--- src/shared/pls_pkg.sv ---
// Notes on behaviour
// - Keyboard found at power-up: console output goes to the graphics monitor.
// - No keyboard found at power-up: console text goes to the serial port.
// - Serial console runs 9600 baud, 8 data, no parity, 1 stop, Xon/Xoff, full duplex.
// - Among graphics controllers the lowest slot wins; base video sits at slot 3.
// - A stored console setting may force serial or force graphics.
// - Right after start the LED gives exactly 2 short flashes.
// - Then the LED stays dark during initialisation, about 30 seconds.
// - Base memory fault during initialisation gives endless long flashes.
// - Console pattern: 2 flashes for graphics, 3 flashes for serial.
// - Console pattern opens with one long flash, then one or two short ones.
// - After the pattern the LED stays dark again while self-test runs.
// - Self-test passed: LED turns on and stays on.
// - Unisolated self-test failure: LED stays off beyond the dark period.
package pls_pkg;

  localparam longint unsigned CLK_HZ = 64'h0000_0000_05F5_E100;
  localparam longint unsigned CLK_KHZ = CLK_HZ / 64'h0000_0000_0000_03E8;

  // Flash timing in milliseconds, dark period in seconds
  localparam longint unsigned SHORT_ON_MS = 64'h0000_0000_0000_00FA;
  localparam longint unsigned LONG_ON_MS = 64'h0000_0000_0000_03E8;
  localparam longint unsigned FLASH_GAP_MS = 64'h0000_0000_0000_00FA;
  localparam longint unsigned DARK_S = 64'h0000_0000_0000_001E;

  localparam longint unsigned SHORT_ON_CYC = SHORT_ON_MS * CLK_KHZ;
  localparam longint unsigned LONG_ON_CYC = LONG_ON_MS * CLK_KHZ;
  localparam longint unsigned FLASH_GAP_CYC = FLASH_GAP_MS * CLK_KHZ;
  localparam longint unsigned DARK_CYC = DARK_S * CLK_HZ;

  // Flash counts
  localparam logic [1:0] PWR_FLASHES = 2'h2;
  localparam logic [1:0] SEL_FLASHES_GFX = 2'h2;
  localparam logic [1:0] SEL_FLASHES_SER = 2'h3;

  // Slots
  localparam int unsigned NUM_SLOTS = 4;
  localparam logic [1:0] BASE_VIDEO_SLOT = 2'h3;

  // Serial console line settings
  localparam longint unsigned SER_BAUD = 64'h0000_0000_0000_2580;
  localparam logic [15:0] SER_BAUD_DIV = 16'(CLK_HZ / SER_BAUD);
  localparam logic [3:0] SER_DATA_BITS = 4'h8;
  localparam logic [1:0] SER_STOP_BITS = 2'h1;
  localparam logic SER_PARITY_EN = 1'h0;
  localparam logic SER_XONXOFF_EN = 1'h1;
  localparam logic SER_FULL_DUPLEX = 1'h1;

  // Sequencer states, Gray along the normal path
  typedef enum logic [2:0] {
    ST_PWR = 3'h0,
    ST_DARK1 = 3'h1,
    ST_SEL = 3'h3,
    ST_DARK2 = 3'h2,
    ST_ON = 3'h6,
    ST_FAILED = 3'h7,
    ST_FAULT = 3'h5
  } pls_st_t;

endpackage : pls_pkg

--- src/hw/pls_core.sv ---
`timescale 1ns/1ps
module pls_core import pls_pkg::*; #(
  parameter int unsigned SLOTS = NUM_SLOTS,
  parameter int unsigned SLOT_W = 2,
  parameter int unsigned SHORT_ON = 32'(SHORT_ON_CYC),
  parameter int unsigned LONG_ON = 32'(LONG_ON_CYC),
  parameter int unsigned FLASH_GAP = 32'(FLASH_GAP_CYC),
  parameter int unsigned DARK_TIME = 32'(DARK_CYC)
) (
  // Clock and reset
  input wire logic clk,
  input wire logic rst_n,
  // Pins from the probes
  input wire logic kbd_present,
  input wire logic [SLOTS-1:0] gfx_present,
  // Stored console setting
  input wire logic cfg_ovr_en,
  input wire logic cfg_ovr_serial,
  // Firmware progress events
  input wire logic mem_fault,
  input wire logic init_done,
  input wire logic selftest_pass,
  input wire logic selftest_fail,
  // Front LED
  output logic led,
  // Console choice
  output logic con_valid,
  output logic con_serial,
  output logic [SLOT_W-1:0] con_slot,
  // Status
  output logic dark_overrun,
  output pls_st_t seq_state,
  // Serial line setup
  output logic [15:0] ser_baud_div,
  output logic [3:0] ser_data_bits,
  output logic [1:0] ser_stop_bits,
  output logic ser_parity_en,
  output logic ser_xonxoff_en,
  output logic ser_full_duplex
);

  pls_st_t st_ff;
  logic led_ff;
  logic long_ff;
  logic [1:0] left_ff;
  logic [31:0] tmr_ff;
  logic kbd_m_ff;
  logic kbd_s_ff;
  logic [SLOTS-1:0] gfx_m_ff;
  logic [SLOTS-1:0] gfx_s_ff;
  logic con_valid_ff;
  logic con_serial_ff;
  logic [SLOT_W-1:0] con_slot_ff;
  logic [31:0] dark_tmr_ff;
  logic dark_over_ff;
  logic [15:0] baud_ff;
  logic nxt_serial;
  logic [SLOT_W-1:0] nxt_slot;
  logic in_dark;

  // Pin synchronisers
  always_ff @(posedge clk) begin
    if (!rst_n) begin
      kbd_m_ff <= 1'h0;
      kbd_s_ff <= 1'h0;
      gfx_m_ff <= '0;
      gfx_s_ff <= '0;
    end else begin
      kbd_m_ff <= kbd_present;
      kbd_s_ff <= kbd_m_ff;
      gfx_m_ff <= gfx_present;
      gfx_s_ff <= gfx_m_ff;
    end
  end

  // Console decision
  always_comb begin
    nxt_slot = BASE_VIDEO_SLOT[SLOT_W-1:0];
    for (int i = SLOTS - 1; i >= 0; i--) begin
      if (gfx_s_ff[i]) begin
        nxt_slot = SLOT_W'(i);
      end
    end
    if (cfg_ovr_en) begin
      nxt_serial = cfg_ovr_serial;
    end else begin
      nxt_serial = !kbd_s_ff;
    end
  end

  always_ff @(posedge clk) begin
    if (!rst_n) begin
      con_valid_ff <= 1'h0;
      con_serial_ff <= 1'h0;
      con_slot_ff <= '0;
    end else if (st_ff == ST_DARK1 && init_done && !mem_fault) begin
      con_valid_ff <= 1'h1;
      con_serial_ff <= nxt_serial;
      con_slot_ff <= nxt_slot;
    end
  end

  // LED sequencer and flash engine
  always_ff @(posedge clk) begin
    if (!rst_n) begin
      st_ff <= ST_PWR;
      led_ff <= 1'h1;
      long_ff <= 1'h0;
      left_ff <= PWR_FLASHES;
      tmr_ff <= SHORT_ON - 32'h0000_0001;
    end else begin
      unique case (st_ff)
        ST_PWR, ST_SEL, ST_FAULT: begin
          if ((st_ff == ST_PWR) && mem_fault) begin
            st_ff <= ST_FAULT;
            led_ff <= 1'h1;
            long_ff <= 1'h1;
            tmr_ff <= LONG_ON - 32'h0000_0001;
          end else if (tmr_ff != 32'h0000_0000) begin
            tmr_ff <= tmr_ff - 32'h0000_0001;
          end else if (led_ff) begin
            led_ff <= 1'h0;
            tmr_ff <= FLASH_GAP - 32'h0000_0001;
            if (st_ff != ST_FAULT) begin
              left_ff <= left_ff - 2'h1;
              long_ff <= 1'h0;
            end
          end else if (st_ff != ST_FAULT && left_ff == 2'h0) begin
            st_ff <= (st_ff == ST_PWR) ? ST_DARK1 : ST_DARK2;
          end else begin
            led_ff <= 1'h1;
            tmr_ff <= (long_ff ? LONG_ON : SHORT_ON) - 32'h0000_0001;
          end
        end
        ST_DARK1: begin
          led_ff <= 1'h0;
          if (mem_fault) begin
            st_ff <= ST_FAULT;
            led_ff <= 1'h1;
            long_ff <= 1'h1;
            tmr_ff <= LONG_ON - 32'h0000_0001;
          end else if (init_done) begin
            st_ff <= ST_SEL;
            led_ff <= 1'h1;
            long_ff <= 1'h1;
            left_ff <= nxt_serial ? SEL_FLASHES_SER : SEL_FLASHES_GFX;
            tmr_ff <= LONG_ON - 32'h0000_0001;
          end
        end
        ST_DARK2: begin
          led_ff <= 1'h0;
          if (selftest_fail) begin
            st_ff <= ST_FAILED;
          end else if (selftest_pass) begin
            st_ff <= ST_ON;
            led_ff <= 1'h1;
          end
        end
        ST_ON: begin
          led_ff <= 1'h1;
        end
        ST_FAILED: begin
          led_ff <= 1'h0;
        end
        default: begin
          st_ff <= ST_FAILED;
          led_ff <= 1'h0;
        end
      endcase
    end
  end

  // Dark period watch
  assign in_dark = (st_ff == ST_DARK1) || (st_ff == ST_DARK2) || (st_ff == ST_FAILED);

  always_ff @(posedge clk) begin
    if (!rst_n) begin
      dark_tmr_ff <= 32'h0000_0000;
      dark_over_ff <= 1'h0;
    end else if (!in_dark) begin
      dark_tmr_ff <= 32'h0000_0000;
      dark_over_ff <= 1'h0;
    end else if (dark_tmr_ff >= DARK_TIME - 32'h0000_0001) begin
      dark_over_ff <= 1'h1;
    end else begin
      dark_tmr_ff <= dark_tmr_ff + 32'h0000_0001;
    end
  end

  // Serial line setup
  always_ff @(posedge clk) begin
    if (!rst_n) begin
      baud_ff <= SER_BAUD_DIV;
    end else begin
      baud_ff <= SER_BAUD_DIV;
    end
  end

  assign led = led_ff;
  assign con_valid = con_valid_ff;
  assign con_serial = con_serial_ff;
  assign con_slot = con_slot_ff;
  assign dark_overrun = dark_over_ff;
  assign seq_state = st_ff;
  assign ser_baud_div = baud_ff;
  assign ser_data_bits = SER_DATA_BITS;
  assign ser_stop_bits = SER_STOP_BITS;
  assign ser_parity_en = SER_PARITY_EN;
  assign ser_xonxoff_en = SER_XONXOFF_EN;
  assign ser_full_duplex = SER_FULL_DUPLEX;

  // Flash counter for checks
  pls_st_t prev_st_ff;
  logic led_prev_ff;
  logic [2:0] rise_cnt_ff;
  logic rise;

  assign rise = led_ff && !led_prev_ff;

  always_ff @(posedge clk) begin
    if (!rst_n) begin
      prev_st_ff <= ST_PWR;
      led_prev_ff <= 1'h0;
      rise_cnt_ff <= 3'h0;
    end else begin
      prev_st_ff <= st_ff;
      led_prev_ff <= led_ff;
      if (st_ff != prev_st_ff) begin
        rise_cnt_ff <= {2'h0, rise};
      end else if (rise && rise_cnt_ff != 3'h7) begin
        rise_cnt_ff <= rise_cnt_ff + 3'h1;
      end
    end
  end

  AST_PWR_TWO_FLASHES: assert property (@(posedge clk) disable iff (!rst_n)
    (prev_st_ff == ST_PWR && st_ff == ST_DARK1) |-> ($past(rise_cnt_ff) == 3'h2))
    else $error("power-on pattern did not give two flashes");

  AST_DARK1_OFF: assert property (@(posedge clk) disable iff (!rst_n)
    (st_ff == ST_DARK1 && $past(st_ff) == ST_DARK1) |-> !led)
    else $error("LED lit during first dark period");

  AST_MEM_FAULT: assert property (@(posedge clk) disable iff (!rst_n)
    (mem_fault && (st_ff == ST_PWR || st_ff == ST_DARK1)) |=> (st_ff == ST_FAULT && led)
    ##1 (st_ff == ST_FAULT))
    else $error("memory fault did not start long flashes");

  AST_SEL_COUNT: assert property (@(posedge clk) disable iff (!rst_n)
    (prev_st_ff == ST_SEL && st_ff == ST_DARK2) |->
    ($past(rise_cnt_ff) == (con_serial_ff ? 3'h3 : 3'h2)))
    else $error("console pattern flash count wrong");

  AST_SEL_LONG_FIRST: assert property (@(posedge clk) disable iff (!rst_n)
    (st_ff == ST_SEL && prev_st_ff == ST_DARK1) |-> (long_ff && led && tmr_ff == LONG_ON - 1))
    else $error("console pattern did not open with a long flash");

  AST_CONSOLE_PICK: assert property (@(posedge clk) disable iff (!rst_n)
    (st_ff == ST_SEL && prev_st_ff == ST_DARK1) |->
    (con_serial_ff == ($past(cfg_ovr_en) ? $past(cfg_ovr_serial) : !$past(kbd_s_ff))))
    else $error("console choice does not match probe or setting");

  AST_LOW_SLOT: assert property (@(posedge clk) disable iff (!rst_n)
    (st_ff == ST_SEL && prev_st_ff == ST_DARK1 && $past(gfx_s_ff[0])) |-> (con_slot_ff == 0))
    else $error("slot 0 controller not chosen");

  AST_DARK2_OFF: assert property (@(posedge clk) disable iff (!rst_n)
    (st_ff == ST_DARK2 && $past(st_ff) == ST_DARK2) |-> !led)
    else $error("LED lit during self-test period");

  AST_PASS_ON: assert property (@(posedge clk) disable iff (!rst_n)
    (st_ff == ST_DARK2 && selftest_pass && !selftest_fail) |=> (led && st_ff == ST_ON) [*3])
    else $error("LED not steady after self-test pass");

  AST_FAIL_OFF: assert property (@(posedge clk) disable iff (!rst_n)
    (st_ff == ST_DARK2 && selftest_fail) |=> ##1 (!led && st_ff == ST_FAILED) [*3])
    else $error("LED not off after self-test failure");

  AST_FAULT_STAYS: assert property (@(posedge clk) disable iff (!rst_n)
    (st_ff == ST_FAULT) |=> (st_ff == ST_FAULT))
    else $error("fault pattern left without reset");

  AST_FAULT_LONG: assert property (@(posedge clk) disable iff (!rst_n)
    (st_ff == ST_FAULT && led_ff && !led_prev_ff) |-> (tmr_ff == LONG_ON - 1))
    else $error("fault flash is not a long flash");

  AST_ON_STAYS: assert property (@(posedge clk) disable iff (!rst_n)
    (st_ff == ST_ON) |=> (st_ff == ST_ON && led))
    else $error("LED left the steady on state");

  AST_FAILED_STAYS: assert property (@(posedge clk) disable iff (!rst_n)
    (st_ff == ST_FAILED) |=> (st_ff == ST_FAILED && !led))
    else $error("LED left the failed dark state");

  AST_OVERRUN_SET: assert property (@(posedge clk) disable iff (!rst_n)
    (in_dark && dark_tmr_ff == DARK_TIME - 1) |=> dark_overrun)
    else $error("dark overrun not raised after full dark time");

  AST_OVERRUN_CLR: assert property (@(posedge clk) disable iff (!rst_n)
    (!in_dark) |=> !dark_overrun)
    else $error("dark overrun raised outside a dark phase");

  AST_CON_HELD: assert property (@(posedge clk) disable iff (!rst_n)
    con_valid_ff |=> (con_valid_ff && $stable(con_serial_ff) && $stable(con_slot_ff)))
    else $error("console choice changed after it was made");

endmodule : pls_core

--- config.mk ---
export PLATFORM = sky130hd
export DESIGN_NAME = pls_core
export DESIGN_NICKNAME = d
export VERILOG_FILES = /design/src/shared/pls_pkg.sv /design/src/hw/pls_core.sv
export SDC_FILE = /design/constraint.sdc
export NUM_CORES = 1
export LEC_CHECK = 0
export BUFFER_PORTS_ARGS = -buffer_cell sky130_fd_sc_hd__buf_4
export CAP_MARGIN = 15
export CELL_PAD_IN_SITES_DETAIL_PLACEMENT = 1
export CELL_PAD_IN_SITES_GLOBAL_PLACEMENT = 2
export CORE_ASPECT_RATIO = 1.2
export CORE_MARGIN = 1
export CORE_UTILIZATION = 36
export CTS_BUF_LIST = sky130_fd_sc_hd__clkbuf_8
export DETAILED_ROUTE_END_ITERATION = 10
export GPL_ROUTABILITY_DRIVEN = 0
export PLACE_DENSITY = 0.9
export SLEW_MARGIN = 30
export SYNTH_ARGS = -nofsm -noshare
export SYNTH_HDL_FRONTEND = slang
export SYNTH_SLANG_ARGS = --single-unit
--- constraint.sdc ---
create_clock -name clk -period 3.35 [get_ports clk]
set_input_delay 1.005 -clock clk [delete_from_list [all_inputs] [get_ports clk]]
set_output_delay 1.005 -clock clk [all_outputs]
set_load 0.02 [all_outputs]
# [Word level (Yosys, flattened, before mapping)]
# Index checks and enable logic that the tools add are counted.
[totals] reg_bits=84 in_bits=13 output_inout_bits=34
[classes] addsub=4 order_cmp=1 n_eq_ne=21 muxes=46 n_bitwise=1 n_reduce_logical=19
[op_table] operator="$mux 32" n=6
[op_table] operator="$pmux 32 s2" n=1
[op_table] operator="$add 32x1->32 const B" n=1
[op_table] operator="$ge 32x32->1 const B" n=1
[op_table] operator="$reduce_bool 32->1" n=1
[op_table] operator="$sub 32x1->32 const B" n=1
[op_table] operator="$sub 27x1->28 const B" n=1
[op_table] operator="$mux 27" n=1
[op_table] operator="$mux 3" n=8
[op_table] operator="$ne 3x3->1 const B" n=8
[op_table] operator="$mux 2" n=9
[op_table] operator="$mux 1" n=17
[op_table] operator="$ne 2x2->1 const B" n=6
[op_table] operator="$pmux 3 s4" n=1
[op_table] operator="$eq 3x3->1 const B" n=3
[op_table] operator="$reduce_and 7->1" n=1
[op_table] operator="$eq 3x2->1 const B" n=2
[op_table] operator="$reduce_and 6->1" n=1
[op_table] operator="$ne 5x5->1 const B" n=1
[op_table] operator="$reduce_and 5->1" n=1
[op_table] operator="$logic_and 1x1->1" n=4
[op_table] operator="$pmux 1 s4" n=1
[op_table] operator="$pmux 2 s2" n=1
[op_table] operator="$eq 3x1->1 const B" n=1
[op_table] operator="other kinds (12)" n=14

# [Logic depth before layout (Yosys ltp)]
# Gate-level depths: netlist (run 1).
[depth] word_depth=7 depth_mapped=11 depth_no_buf=8

# [Worst setup path before layout (run 1)]
# OpenSTA, ideal clock, no wires.
[synth_timing] path_kind="flip-flop to flip-flop" from="register tmr_ff[14]" to="register tmr_ff[12]" arrival_ns=2.516 required_time_ns=3.230 path_slack_ns=0.715 path_stages_with_launch=7 cell_sequence="dfxtp_1 > or4_4 > or4b_4 > or3_4 > o31ai_4 > o21ai_2 > a211o_1"
[synth_via] elab_chain_len=4 elab_cells_between_ends=6 classes_between="eq/ne (1); mux (3); reduce/logical (2)"
[synth_lines] item="from (decl)" line="pls_core.sv:46" text="logic [31:0] tmr_ff;"
[synth_lines] item="from (signal assigned)" line="pls_core.sv:110" text="tmr_ff <= SHORT_ON - 32'h0000_0001;"
[synth_lines] item="from (signal assigned)" line="pls_core.sv:118" text="tmr_ff <= LONG_ON - 32'h0000_0001;"
[synth_lines] item="from (signal assigned)" line="pls_core.sv:120" text="tmr_ff <= tmr_ff - 32'h0000_0001;"
[synth_lines] item="$reduce_bool 32->1 *" line="pls_core.sv:119" text="end else if (tmr_ff != 32'h0000_0000) begin"
[synth_lines] item="$mux 32" line="pls_core.sv:119"
[synth_lines] item="$mux 32" line="pls_core.sv:114" text="if ((st_ff == ST_PWR) && mem_fault) begin"
[synth_lines] item="$pmux 32 s2" line="pls_core.sv:112" text="unique case (st_ff)"
# Mark *: on every way between the ends. The rest lies on a longest branch, timed or not.
# A chain may end at the register's enable or synchronous reset.

# [Worst setup path after layout (run 1)]
# Ends and elaborated chain as after synthesis.

==> results of run 1 <==
-- cells by family after synthesis --
| group | count (synthesis) | synth area share, % |
|---|---|---|
| and+or+nand+nor | 231 | 27.2 |
| AOI/OAI and AO/OA | 182 | 25.1 |
| DFF | 84 | 36.5 |
| buffers and inverters | 76 | 8.27 |
| xor gates and xnor gates | 7 | 1.33 |
| adders and majority gates | 4 | 1.03 |
| other | 2 | 0.163 |
| muxes | 2 | 0.434 |
-- cell usage in the layout, fill, tap and decap left out, types with 4 or more instances in the layout --
cell type	Yosys	routed
nand4_1	15	15
or4_1	7	7
nor4_1	11	11
nand2_1	42	42
o22ai_1	4	4
nor2_1	32	32
a21o_1	4	4
and2_1	12	12
dfxtp_1	84	84
o21ai_0	43	43
xor2_1	4	4
o41ai_1	5	5
nand3_1	23	23
nand2b_1	4	4
clkbuf_8	0	10
o21a_1	5	5
inv_1	22	26
or3_1	24	24
conb_1	2	25
and3_1	12	12
a21oi_1	58	58
a31oi_1	4	4
o211ai_1	14	14
nor2b_1	4	4
o2111ai_1	5	5
o31ai_1	11	11
nor3_1	27	27
buf_4	25	35
-- layout make-up --
| type | count | area, µm² | share of cell area, % |
|---|---|---|---|
| clock buffer | 10 | 138 | 2.74 |
| clock inverter | 6 | 25.0 | 0.498 |
| inverter | 22 | 82.6 | 1.64 |
| multi-input combinational | 451 | 2640 | 52.4 |
| sequential | 84 | 1680 | 33.5 |
| tap | 161 | 201 | 4.01 |
| timing repair buffer | 35 | 263 | 5.23 |
-- cells in the mapped netlist, types with 3 or more instances --
| library cell | number |
|---|---|
| dfxtp_1 | 84 |
| a21oi_1 | 58 |
| o21ai_0 | 43 |
| nand2_1 | 42 |
| nor2_1 | 32 |
| clkbuf_1 | 27 |
| nor3_1 | 27 |
| buf_4 | 25 |
| or3_1 | 24 |
| nand3_1 | 23 |
| inv_1 | 22 |
| nand4_1 | 15 |
| o211ai_1 | 14 |
| and2_1 | 12 |
| and3_1 | 12 |
| nor4_1 | 11 |
| o31ai_1 | 11 |
| or4_1 | 7 |
| o2111ai_1 | 5 |
| o21a_1 | 5 |
| o41ai_1 | 5 |
| a21o_1 | 4 |
| a31oi_1 | 4 |
| nand2b_1 | 4 |
| nor2b_1 | 4 |
| o22ai_1 | 4 |
| xor2_1 | 4 |
| a22oi_1 | 3 |
| a31o_2 | 3 |
| and4_1 | 3 |
| ha_1 | 3 |
| o31a_1 | 3 |
| xnor2_1 | 3 |
-- final timing paths --
check               from           to  slack [ns]  cells past startpoint
min          gfx_m_ff[0]  gfx_s_ff[0]        0.44                      1
min reg2reg  gfx_m_ff[0]  gfx_s_ff[0]        0.44                      1
max reg2reg   tmr_ff[14]   tmr_ff[12]        0.43                      6
max           tmr_ff[14]   tmr_ff[12]        0.43                      6
-- metrics by stage --
step	area, µm²	hold WS [ns]	util [%]	total power, mW	setup slack [ns]
floorplan	4700	0.412	-	1.46	0.715
global placement	4860	0.414	39.6	1.59	0.442
detailed placement	4860	0.422	39.6	1.61	0.389
CTS	5030	0.440	40.9	2.25	0.431
global route	5030	0.456	40.9	2.36	0.171
finish	5030	0.436	40.9	2.23	0.426
-- sequential cells by signal, indices dropped and copies added (netlist names) --
signal,count
left_ff,2
kbd_m_ff,1
kbd_s_ff,1
con_serial,1
con_slot,2
dark_overrun,1
led,1
gfx_m_ff,3
tmr_ff,32
dark_tmr_ff,32
con_valid,1
long_ff,1
seq_state,3
gfx_s_ff,3
-- worst register-to-register path, stage by stage, from the launching register on --
cell and delay (ns):
dfxtp_1 0.38, or4_4 0.58, or4b_4 0.50, or3_4 0.43
o31ai_4 0.54, o21ai_2 0.12, a211o_1 0.29
-- where the power goes --
group          switching, mW  leakage, nW  internal [mW]  total, mW
logic                  0.309         1.02          0.156      0.465
registers             0.0736        0.683           1.04       1.12
clock network          0.371        0.101          0.277      0.648
-- layer usage --
metal	vias up	share of wire (%)	GRT usage [%]
li1	2174	-	-
met1	2238	44	24.3
met2	47	52	36.0
met3	23	2.0	2.17
met4	0	2.4	9.86
met5	-	0	0
==> flow_metrics.py, run 1 <==
metrics = {
    "clocking": {
        "cts_tree": "built",
        "clkSlewWorstSetupHoldPaths_ns": 0.08,
        "clockBufferDepth": 2,
        "numCtsBuffers": 9,
        "cts.htree.levels": 3,
        "ctsResizeCount": 0,
        "clock_tree.root_cell": "clkbuf_8",
        "clock_latency_ns": 0.37,
        "clock_sinks": 84,
        "ctsHoldBuffers": 0,
        "postCtsSetupBuffers": 0,
    },
    "grt": {
        "grtUsageTotal_pct": 20.3,
        "first_global_vias": 4413,
        "grt_pass1_wl_mm": 21.8,
        "grt_overflow_total": 0,
        "antenna_found_initial": 0,
        "grt_start_max_net_pins": 37,
    },
    "sta": {
        "fin_crit_ns": 2.92,
        "max-slew-margin-rel_pct": 42.4,
        "finalMaxSlewViolations": 0,
        "tightest_slew_ns": 0.863,
        "setup_violations": 0,
        "period_share_pct": 87.3,
        "rsz0062_at_grt": "false",
        "finalHoldViolations": 0,
        "finalSetupTns_ns": 0,
        "final.setup_skew_ns": 0.0133,
        "fmax_mhz": 342,
    },
    "yosys": {
        "synthTopCellsByArea": "dfxtp_1 36%, a21oi_1 6.3%, o21ai_0 4.7%, buf_4 4.1%, nand2_1 3.4%",
        "synthCells": 588,
        "synth_area_leader_cell": "dfxtp_1",
        "synthArstFlopShare_pct": 0,
        "netlist_area_um2": 4610,
        "ys_types": 63,
        "synth_top_flop_cell": "dfxtp_1",
        "ys_seq_elements": 84,
        "synth_edf_count": 0,
        "ys_warn_count": 0,
        "avgSynthCellArea_um2": 7.84,
        "yosysTopAreaCellShare_pct": 36.5,
        "ys_seq_area_share_pct": 36.5,
    },
    "critical_path": {
        "cp_slowest_cell": "or4_4",
        "crit_type": "flip-flop to flip-flop",
        "worstPathCellList": "or4_4 > or4b_4 > or3_4 > o31ai_4 > o21ai_2 > a211o_1",
        "crit_buf_inv": 0,
        "cp_data_required_time_ns": 3.62,
        "path_delay_family": "simple AND/OR/NAND/NOR gates",
        "worst-path-max-fanout": 9,
        "slowest_delay_ns": 0.58,
        "critPathCaptureType": "flip-flop",
        "crit_arrival_ns": 3.19,
        "critPathLaunchType": "flip-flop",
    },
    "die": {
        "die_h_um": 126,
        "die_w_um": 105,
        "num_io_pins": 47,
        "die_area_um2": 13300,
        "start_util_pct": 37.6,
        "core_um2": 12300,
        "rows": 44,
    },
    "finish": {
        "syn2layout_area_growth_pct": 8.98,
        "final_layout_size_suffix_gt1_share_pct": 9.54,
        "fin_nets": 619,
        "fill_cells": 1539,
        "final_cells": 769,
        "antennaDiodeCount": 0,
    },
    "pwr": {
        "vdd_ir_drop_max_v": 0.000227,
        "leakagePower_nw": 1.80,
        "pwr_density_cell_nw_per_um2": 444,
    },
    "drt": {
        "vias_per_cell": 5.83,
        "drc": 0,
        "antenna_left": 0,
        "routedWlPerCell_um": 16.8,
        "dr_total_vias": 4482,
        "drtPass1Iterations": 4,
        "wl_mm": 13.0,
        "drt_iter0_markers": 174,
    },
    "placement": {
        "io_buffers": 20,
        "dpl.cell_count": 753,
        "dp_hpwl_mm": 9.39,
    },
    "run_status": {
        "outcome": "complete, no violations",
    },
    "job": {
        "max-cap-violations": 0,
    },
    "hold_path": {
        "worstHoldPathType": "flip-flop to flip-flop",
    },
}
Power figures use the tool's default switching activity.
==> run 2, diff against run 1 <==
==> constraint.sdc (replaced) <==
create_clock -name clk -period 3.35 [get_ports clk]
set_input_delay 0.335 -clock clk [delete_from_list [all_inputs] [get_ports clk]]
set_output_delay 0.335 -clock clk [all_outputs]
set_load 0.02 [all_outputs]
==> flow_metrics.py, run 2 (same netlist as run 1, synthesis figures left out) <==
metrics = {
    "grt": {
        "grtUsageTotal_pct": 20.6,
        "grt_start_max_net_pins": 53,
        "use_met1_pct": 23.6,
        "grt_util_met3_pct": 3.00,
        "grt_util_met2_pct": 37.3,
        "grt_pass1_wl_mm": 21.9,
        "grt.busiest_layer": "met2",
        "grt_overflow_total": 0,
        "antenna_found_initial": 0,
        "first_global_vias": 4557,
    },
    "finish": {
        "mostFrequentLayoutCells": "84 x dfxtp_1, 58 x a21oi_1, 43 x o21ai_0",
        "reg_top3": "dark_tmr_ff (32), tmr_ff (32)",
        "final_common_cell": "dfxtp_1",
        "fin_nets": 620,
        "final_area_um2": 5040,
        "final_layout_size_suffix_gt1_share_pct": 9.87,
        "antennaDiodeCount": 0,
        "syn2layout_area_growth_pct": 9.28,
    },
    "critical_path": {
        "crit_arrival_ns": 3.16,
        "worst-path-max-fanout": 9,
        "crit_type": "flip-flop to flip-flop",
        "cp_data_required_time_ns": 3.61,
        "critPathLaunchType": "flip-flop",
        "critPathCaptureType": "flip-flop",
    },
    "drt": {
        "antenna_left": 0,
        "routedWlPerCell_um": 17.1,
        "drc": 0,
        "dr_total_vias": 4485,
        "drtPass1Iterations": 4,
        "drt_iter0_markers": 217,
        "wl_mm": 13.2,
        "vias_per_cell": 5.83,
    },
    "sta": {
        "holdWs_ns": 0.189,
        "finalMaxSlewViolations": 0,
        "max-slew-margin-rel_pct": 37.4,
        "tightest_slew_ns": 0.932,
        "fmax_mhz": 344,
        "final.setup_skew_ns": 0.0157,
        "setup_violations": 0,
        "rsz0062_at_grt": "false",
        "period_share_pct": 86.7,
        "finalSetupTns_ns": 0,
        "fin_crit_ns": 2.90,
        "finalHoldViolations": 0,
    },
    "run_status": {
        "outcome": "complete, no violations",
    },
    "die": {
        "die_h_um": 126,
        "start_util_pct": 37.6,
        "die_area_um2": 13300,
        "die_w_um": 105,
        "num_io_pins": 47,
        "rows": 44,
        "core_um2": 12300,
    },
    "clocking": {
        "numCtsBuffers": 9,
        "cts.htree.levels": 3,
        "postCtsSetupBuffers": 0,
        "clock_latency_ns": 0.37,
        "clockBufferDepth": 2,
        "clkSlewWorstSetupHoldPaths_ns": 0.08,
        "ctsHoldBuffers": 0,
        "cts_tree": "built",
        "clock_sinks": 84,
        "clock_tree.root_cell": "clkbuf_8",
        "ctsResizeCount": 0,
    },
    "pwr": {
        "vdd_ir_drop_max_v": 0.000207,
        "pwr_density_cell_nw_per_um2": 447,
        "leakagePower_nw": 1.80,
    },
    "job": {
        "max-cap-violations": 0,
    },
    "placement": {
        "io_buffers": 20,
        "placed_area_um2": 4870,
        "dp_hpwl_mm": 9.60,
    },
    "hold_path": {
        "worstHoldPathType": "input pin to flip-flop",
    },
}
## run 2: cell types whose count changed in the layout (fill, tap and decap cells not counted)
cell      change
inv_1         -2
buf_4         +1
clkbuf_8      +1
## run 2: metal layers
metal	up-vias	wire, µm
met2	80	6770
met3	26	392
met5	-	0
li1	2181	-
met1	2198	5620
met4	0	369
## run 2: worst max-delay path, cell delays in order, from the launching register on
cell     delay [ns]
dfxtp_1        0.38
or4_4          0.59
or4b_4         0.50
or3_4          0.42
o31ai_4        0.50
o21ai_2        0.11
a211o_1        0.29
## run 2: path summary, 6_finish.rpt
kind         slack [ns]  cells past startpoint          end      startpoint
max                0.45                      6   tmr_ff[12]      tmr_ff[14]
min                0.19                      2  gfx_m_ff[2]  gfx_present[2]
max reg2reg        0.45                      6   tmr_ff[12]      tmr_ff[14]
min reg2reg        0.44                      1  gfx_s_ff[1]     gfx_m_ff[1]
## run 2: final cells by class
cell class	instances	area (µm²)
clock inverters	4	17.5
multi-input cells	451	2640
inverters	22	82.6
flip-flops and latches	84	1680
repair buffers	36	270
well taps	161	201
fillers	1495	7240
clock buffers	11	151
## run 2: per-stage QoR
| stage | setup slack, ns | power [mW] | cells | util (%) |
|---|---|---|---|---|
| floorplan | 0.715 | 1.46 | 611 | - |
| global placement | 0.488 | 1.59 | 754 | 39.7 |
| detailed placement | 0.455 | 1.61 | 754 | 39.7 |
| CTS | 0.444 | 2.27 | 769 | 41.1 |
| global route | 0.277 | 2.37 | 769 | 41.1 |
| finish | 0.446 | 2.25 | 769 | 41.1 |
## run 2: where the power goes
group	internal, mW	switching, mW
Clock	0.299	0.362
Sequential	1.04	0.0730
Combinational	0.157	0.316
==> run 3, diff against run 2 <==
--- a/config.mk
+++ b/config.mk
@@ -15,7 +15,7 @@
 export CTS_BUF_LIST = sky130_fd_sc_hd__clkbuf_8
 export DETAILED_ROUTE_END_ITERATION = 10
 export GPL_ROUTABILITY_DRIVEN = 0
-export PLACE_DENSITY = 0.9
+export PLACE_DENSITY_LB_ADDON = 0.1
 export SLEW_MARGIN = 30
 export SYNTH_ARGS = -nofsm -noshare
 export SYNTH_HDL_FRONTEND = slang
==> constraint.sdc (replaced) <==
create_clock -name clk -period 3.35 [get_ports clk]
set_input_delay 0.335 -clock clk [delete_from_list [all_inputs] [get_ports clk]]
set_output_delay 0.335 -clock clk [all_outputs]
set_load 0.1 [all_outputs]
==> flow_metrics.py, run 3 (same netlist as run 1, synthesis figures left out) <==
metrics = {
    "grt": {
        "grt_start_max_net_pins": 53,
        "grt_pass1_wl_mm": 22.0,
        "grtUsageTotal_pct": 20.8,
        "antenna_found_initial": 0,
        "grt_overflow_total": 0,
        "first_global_vias": 4441,
    },
    "finish": {
        "fin_nets": 615,
        "reg_top3": "dark_tmr_ff (32), tmr_ff (32)",
        "final_layout_size_suffix_gt1_share_pct": 9.29,
        "final_cells": 764,
        "syn2layout_area_growth_pct": 8.87,
        "antennaDiodeCount": 0,
        "mostFrequentLayoutCells": "84 x dfxtp_1, 58 x a21oi_1, 43 x o21ai_0",
        "final_common_cell": "dfxtp_1",
    },
    "run_status": {
        "outcome": "complete, no violations",
    },
    "clocking": {
        "ctsHoldBuffers": 0,
        "cts.htree.levels": 3,
        "clock_sinks": 84,
        "ctsResizeCount": 0,
        "cts_tree": "built",
        "clock_tree.root_cell": "clkbuf_8",
        "clock_latency_ns": 0.37,
        "numCtsBuffers": 9,
        "clockBufferDepth": 2,
        "postCtsSetupBuffers": 0,
        "clkSlewWorstSetupHoldPaths_ns": 0.08,
    },
    "critical_path": {
        "worstPathCellList": "or4_4 > or4b_4 > or3_4 > o31ai_4 > o21ai_2 > a211o_1",
        "crit_arrival_ns": 3.20,
        "reg2reg_slack_ns": 0.41,
        "crit_buf_inv": 0,
        "worstSetupStartpoint": "tmr_ff[14]",
        "critPathLaunchType": "flip-flop",
        "worst-path-max-fanout": 9,
        "reg2reg_to": "tmr_ff[12]",
        "path_delay_family": "simple AND/OR/NAND/NOR gates",
        "reg2reg_depth": 6,
        "crit_type": "flip-flop to flip-flop",
        "endpoint": "tmr_ff[12]",
        "worst-path-stages": 6,
        "r2r_start": "tmr_ff[14]",
        "cp_slowest_cell": "or4_4",
        "slowest_delay_ns": 0.59,
        "critPathCaptureType": "flip-flop",
        "cp_data_required_time_ns": 3.61,
    },
    "sta": {
        "tightest_slew_ns": 1.01,
        "rsz0062_at_grt": "false",
        "fmax_mhz": 340,
        "fin_crit_ns": 2.94,
        "final.setup_skew_ns": 0.0111,
        "setup_violations": 0,
        "max-slew-margin-rel_pct": 31.9,
        "finalSetupTns_ns": 0,
        "finalHoldViolations": 0,
        "period_share_pct": 87.7,
        "holdWs_ns": 0.180,
        "finalMaxSlewViolations": 0,
    },
    "die": {
        "rows": 44,
        "die_h_um": 126,
        "start_util_pct": 37.6,
        "die_w_um": 105,
        "core_um2": 12300,
        "num_io_pins": 47,
        "die_area_um2": 13300,
    },
    "hold_path": {
        "worstHoldPathType": "input pin to flip-flop",
    },
    "drt": {
        "wl_mm": 13.2,
        "drc": 0,
        "routedWlPerCell_um": 17.3,
        "antenna_left": 0,
        "vias_per_cell": 5.83,
        "drtPass1Iterations": 4,
        "wl_met2_mm": 6.91,
        "wl_met1_mm": 5.71,
        "top_layer": "met4",
        "drt_iter0_markers": 198,
        "met3_length_um": 317,
        "dr_total_vias": 4453,
    },
    "placement": {
        "dp_hpwl_mm": 9.39,
        "dpl.cell_count": 749,
        "io_buffers": 20,
    },
    "pwr": {
        "vdd_ir_drop_max_v": 0.000223,
        "leakagePower_nw": 1.78,
        "pwr_density_cell_nw_per_um2": 488,
    },
    "job": {
        "max-cap-violations": 0,
    },
}
run 3: cell types whose count changed in the layout (fill, tap and decap cells not counted):
cell,delta
buf_4,-5
clkbuf_8,+2
clkinv_2,-1
inv_1,-1
run 3: power breakdown:
part           switching [mW]  internal (mW)  total, mW  leakage [nW]
sequential             0.0739           1.04       1.12         0.683
clock                   0.360          0.343      0.703         0.103
combinational           0.478          0.149      0.627         0.996
run 3: worst min-delay path by stage:
stage                   startpoint          end  slack, ns  cells after the start
floorplan              gfx_m_ff[0]  gfx_s_ff[0]       0.41                      1
global placement       gfx_m_ff[1]  gfx_s_ff[1]       0.41                      1
detailed placement     gfx_m_ff[2]  gfx_s_ff[2]       0.42                      1
CTS                 gfx_present[0]  gfx_m_ff[0]       0.16                      2
global route        gfx_present[2]  gfx_m_ff[2]       0.17                      2
finish              gfx_present[2]  gfx_m_ff[2]       0.18                      2
run 3: stage by stage:
step,setup slack (ns),util [%],total power [mW],instance area (µm²)
2_1_floorplan,0.715,-,1.63,4700
3_3_place_gp,0.476,39.4,1.76,4830
3_5_place_dp,0.463,39.4,1.77,4830
4_1_cts,0.441,40.9,2.49,5020
5_1_grt,0.324,40.9,2.58,5020
6_report,0.411,40.9,2.45,5020
run 3: layout make-up:
type	count	area (µm²)
Fill cell	1506	7260
Multi-Input combinational cell	451	2640
Timing Repair Buffer	31	233
Tap cell	161	201
Clock buffer	13	179
Sequential cell	84	1680
Clock inverter	2	8.76
Inverter	22	82.6
run 3: layer usage:
metal / global-route usage [%] / vias up
met5: 0 / -
met4: 9.44 / 0
met3: 2.85 / 23
met2: 37.9 / 69
met1: 24.0 / 2199
li1: - / 2162
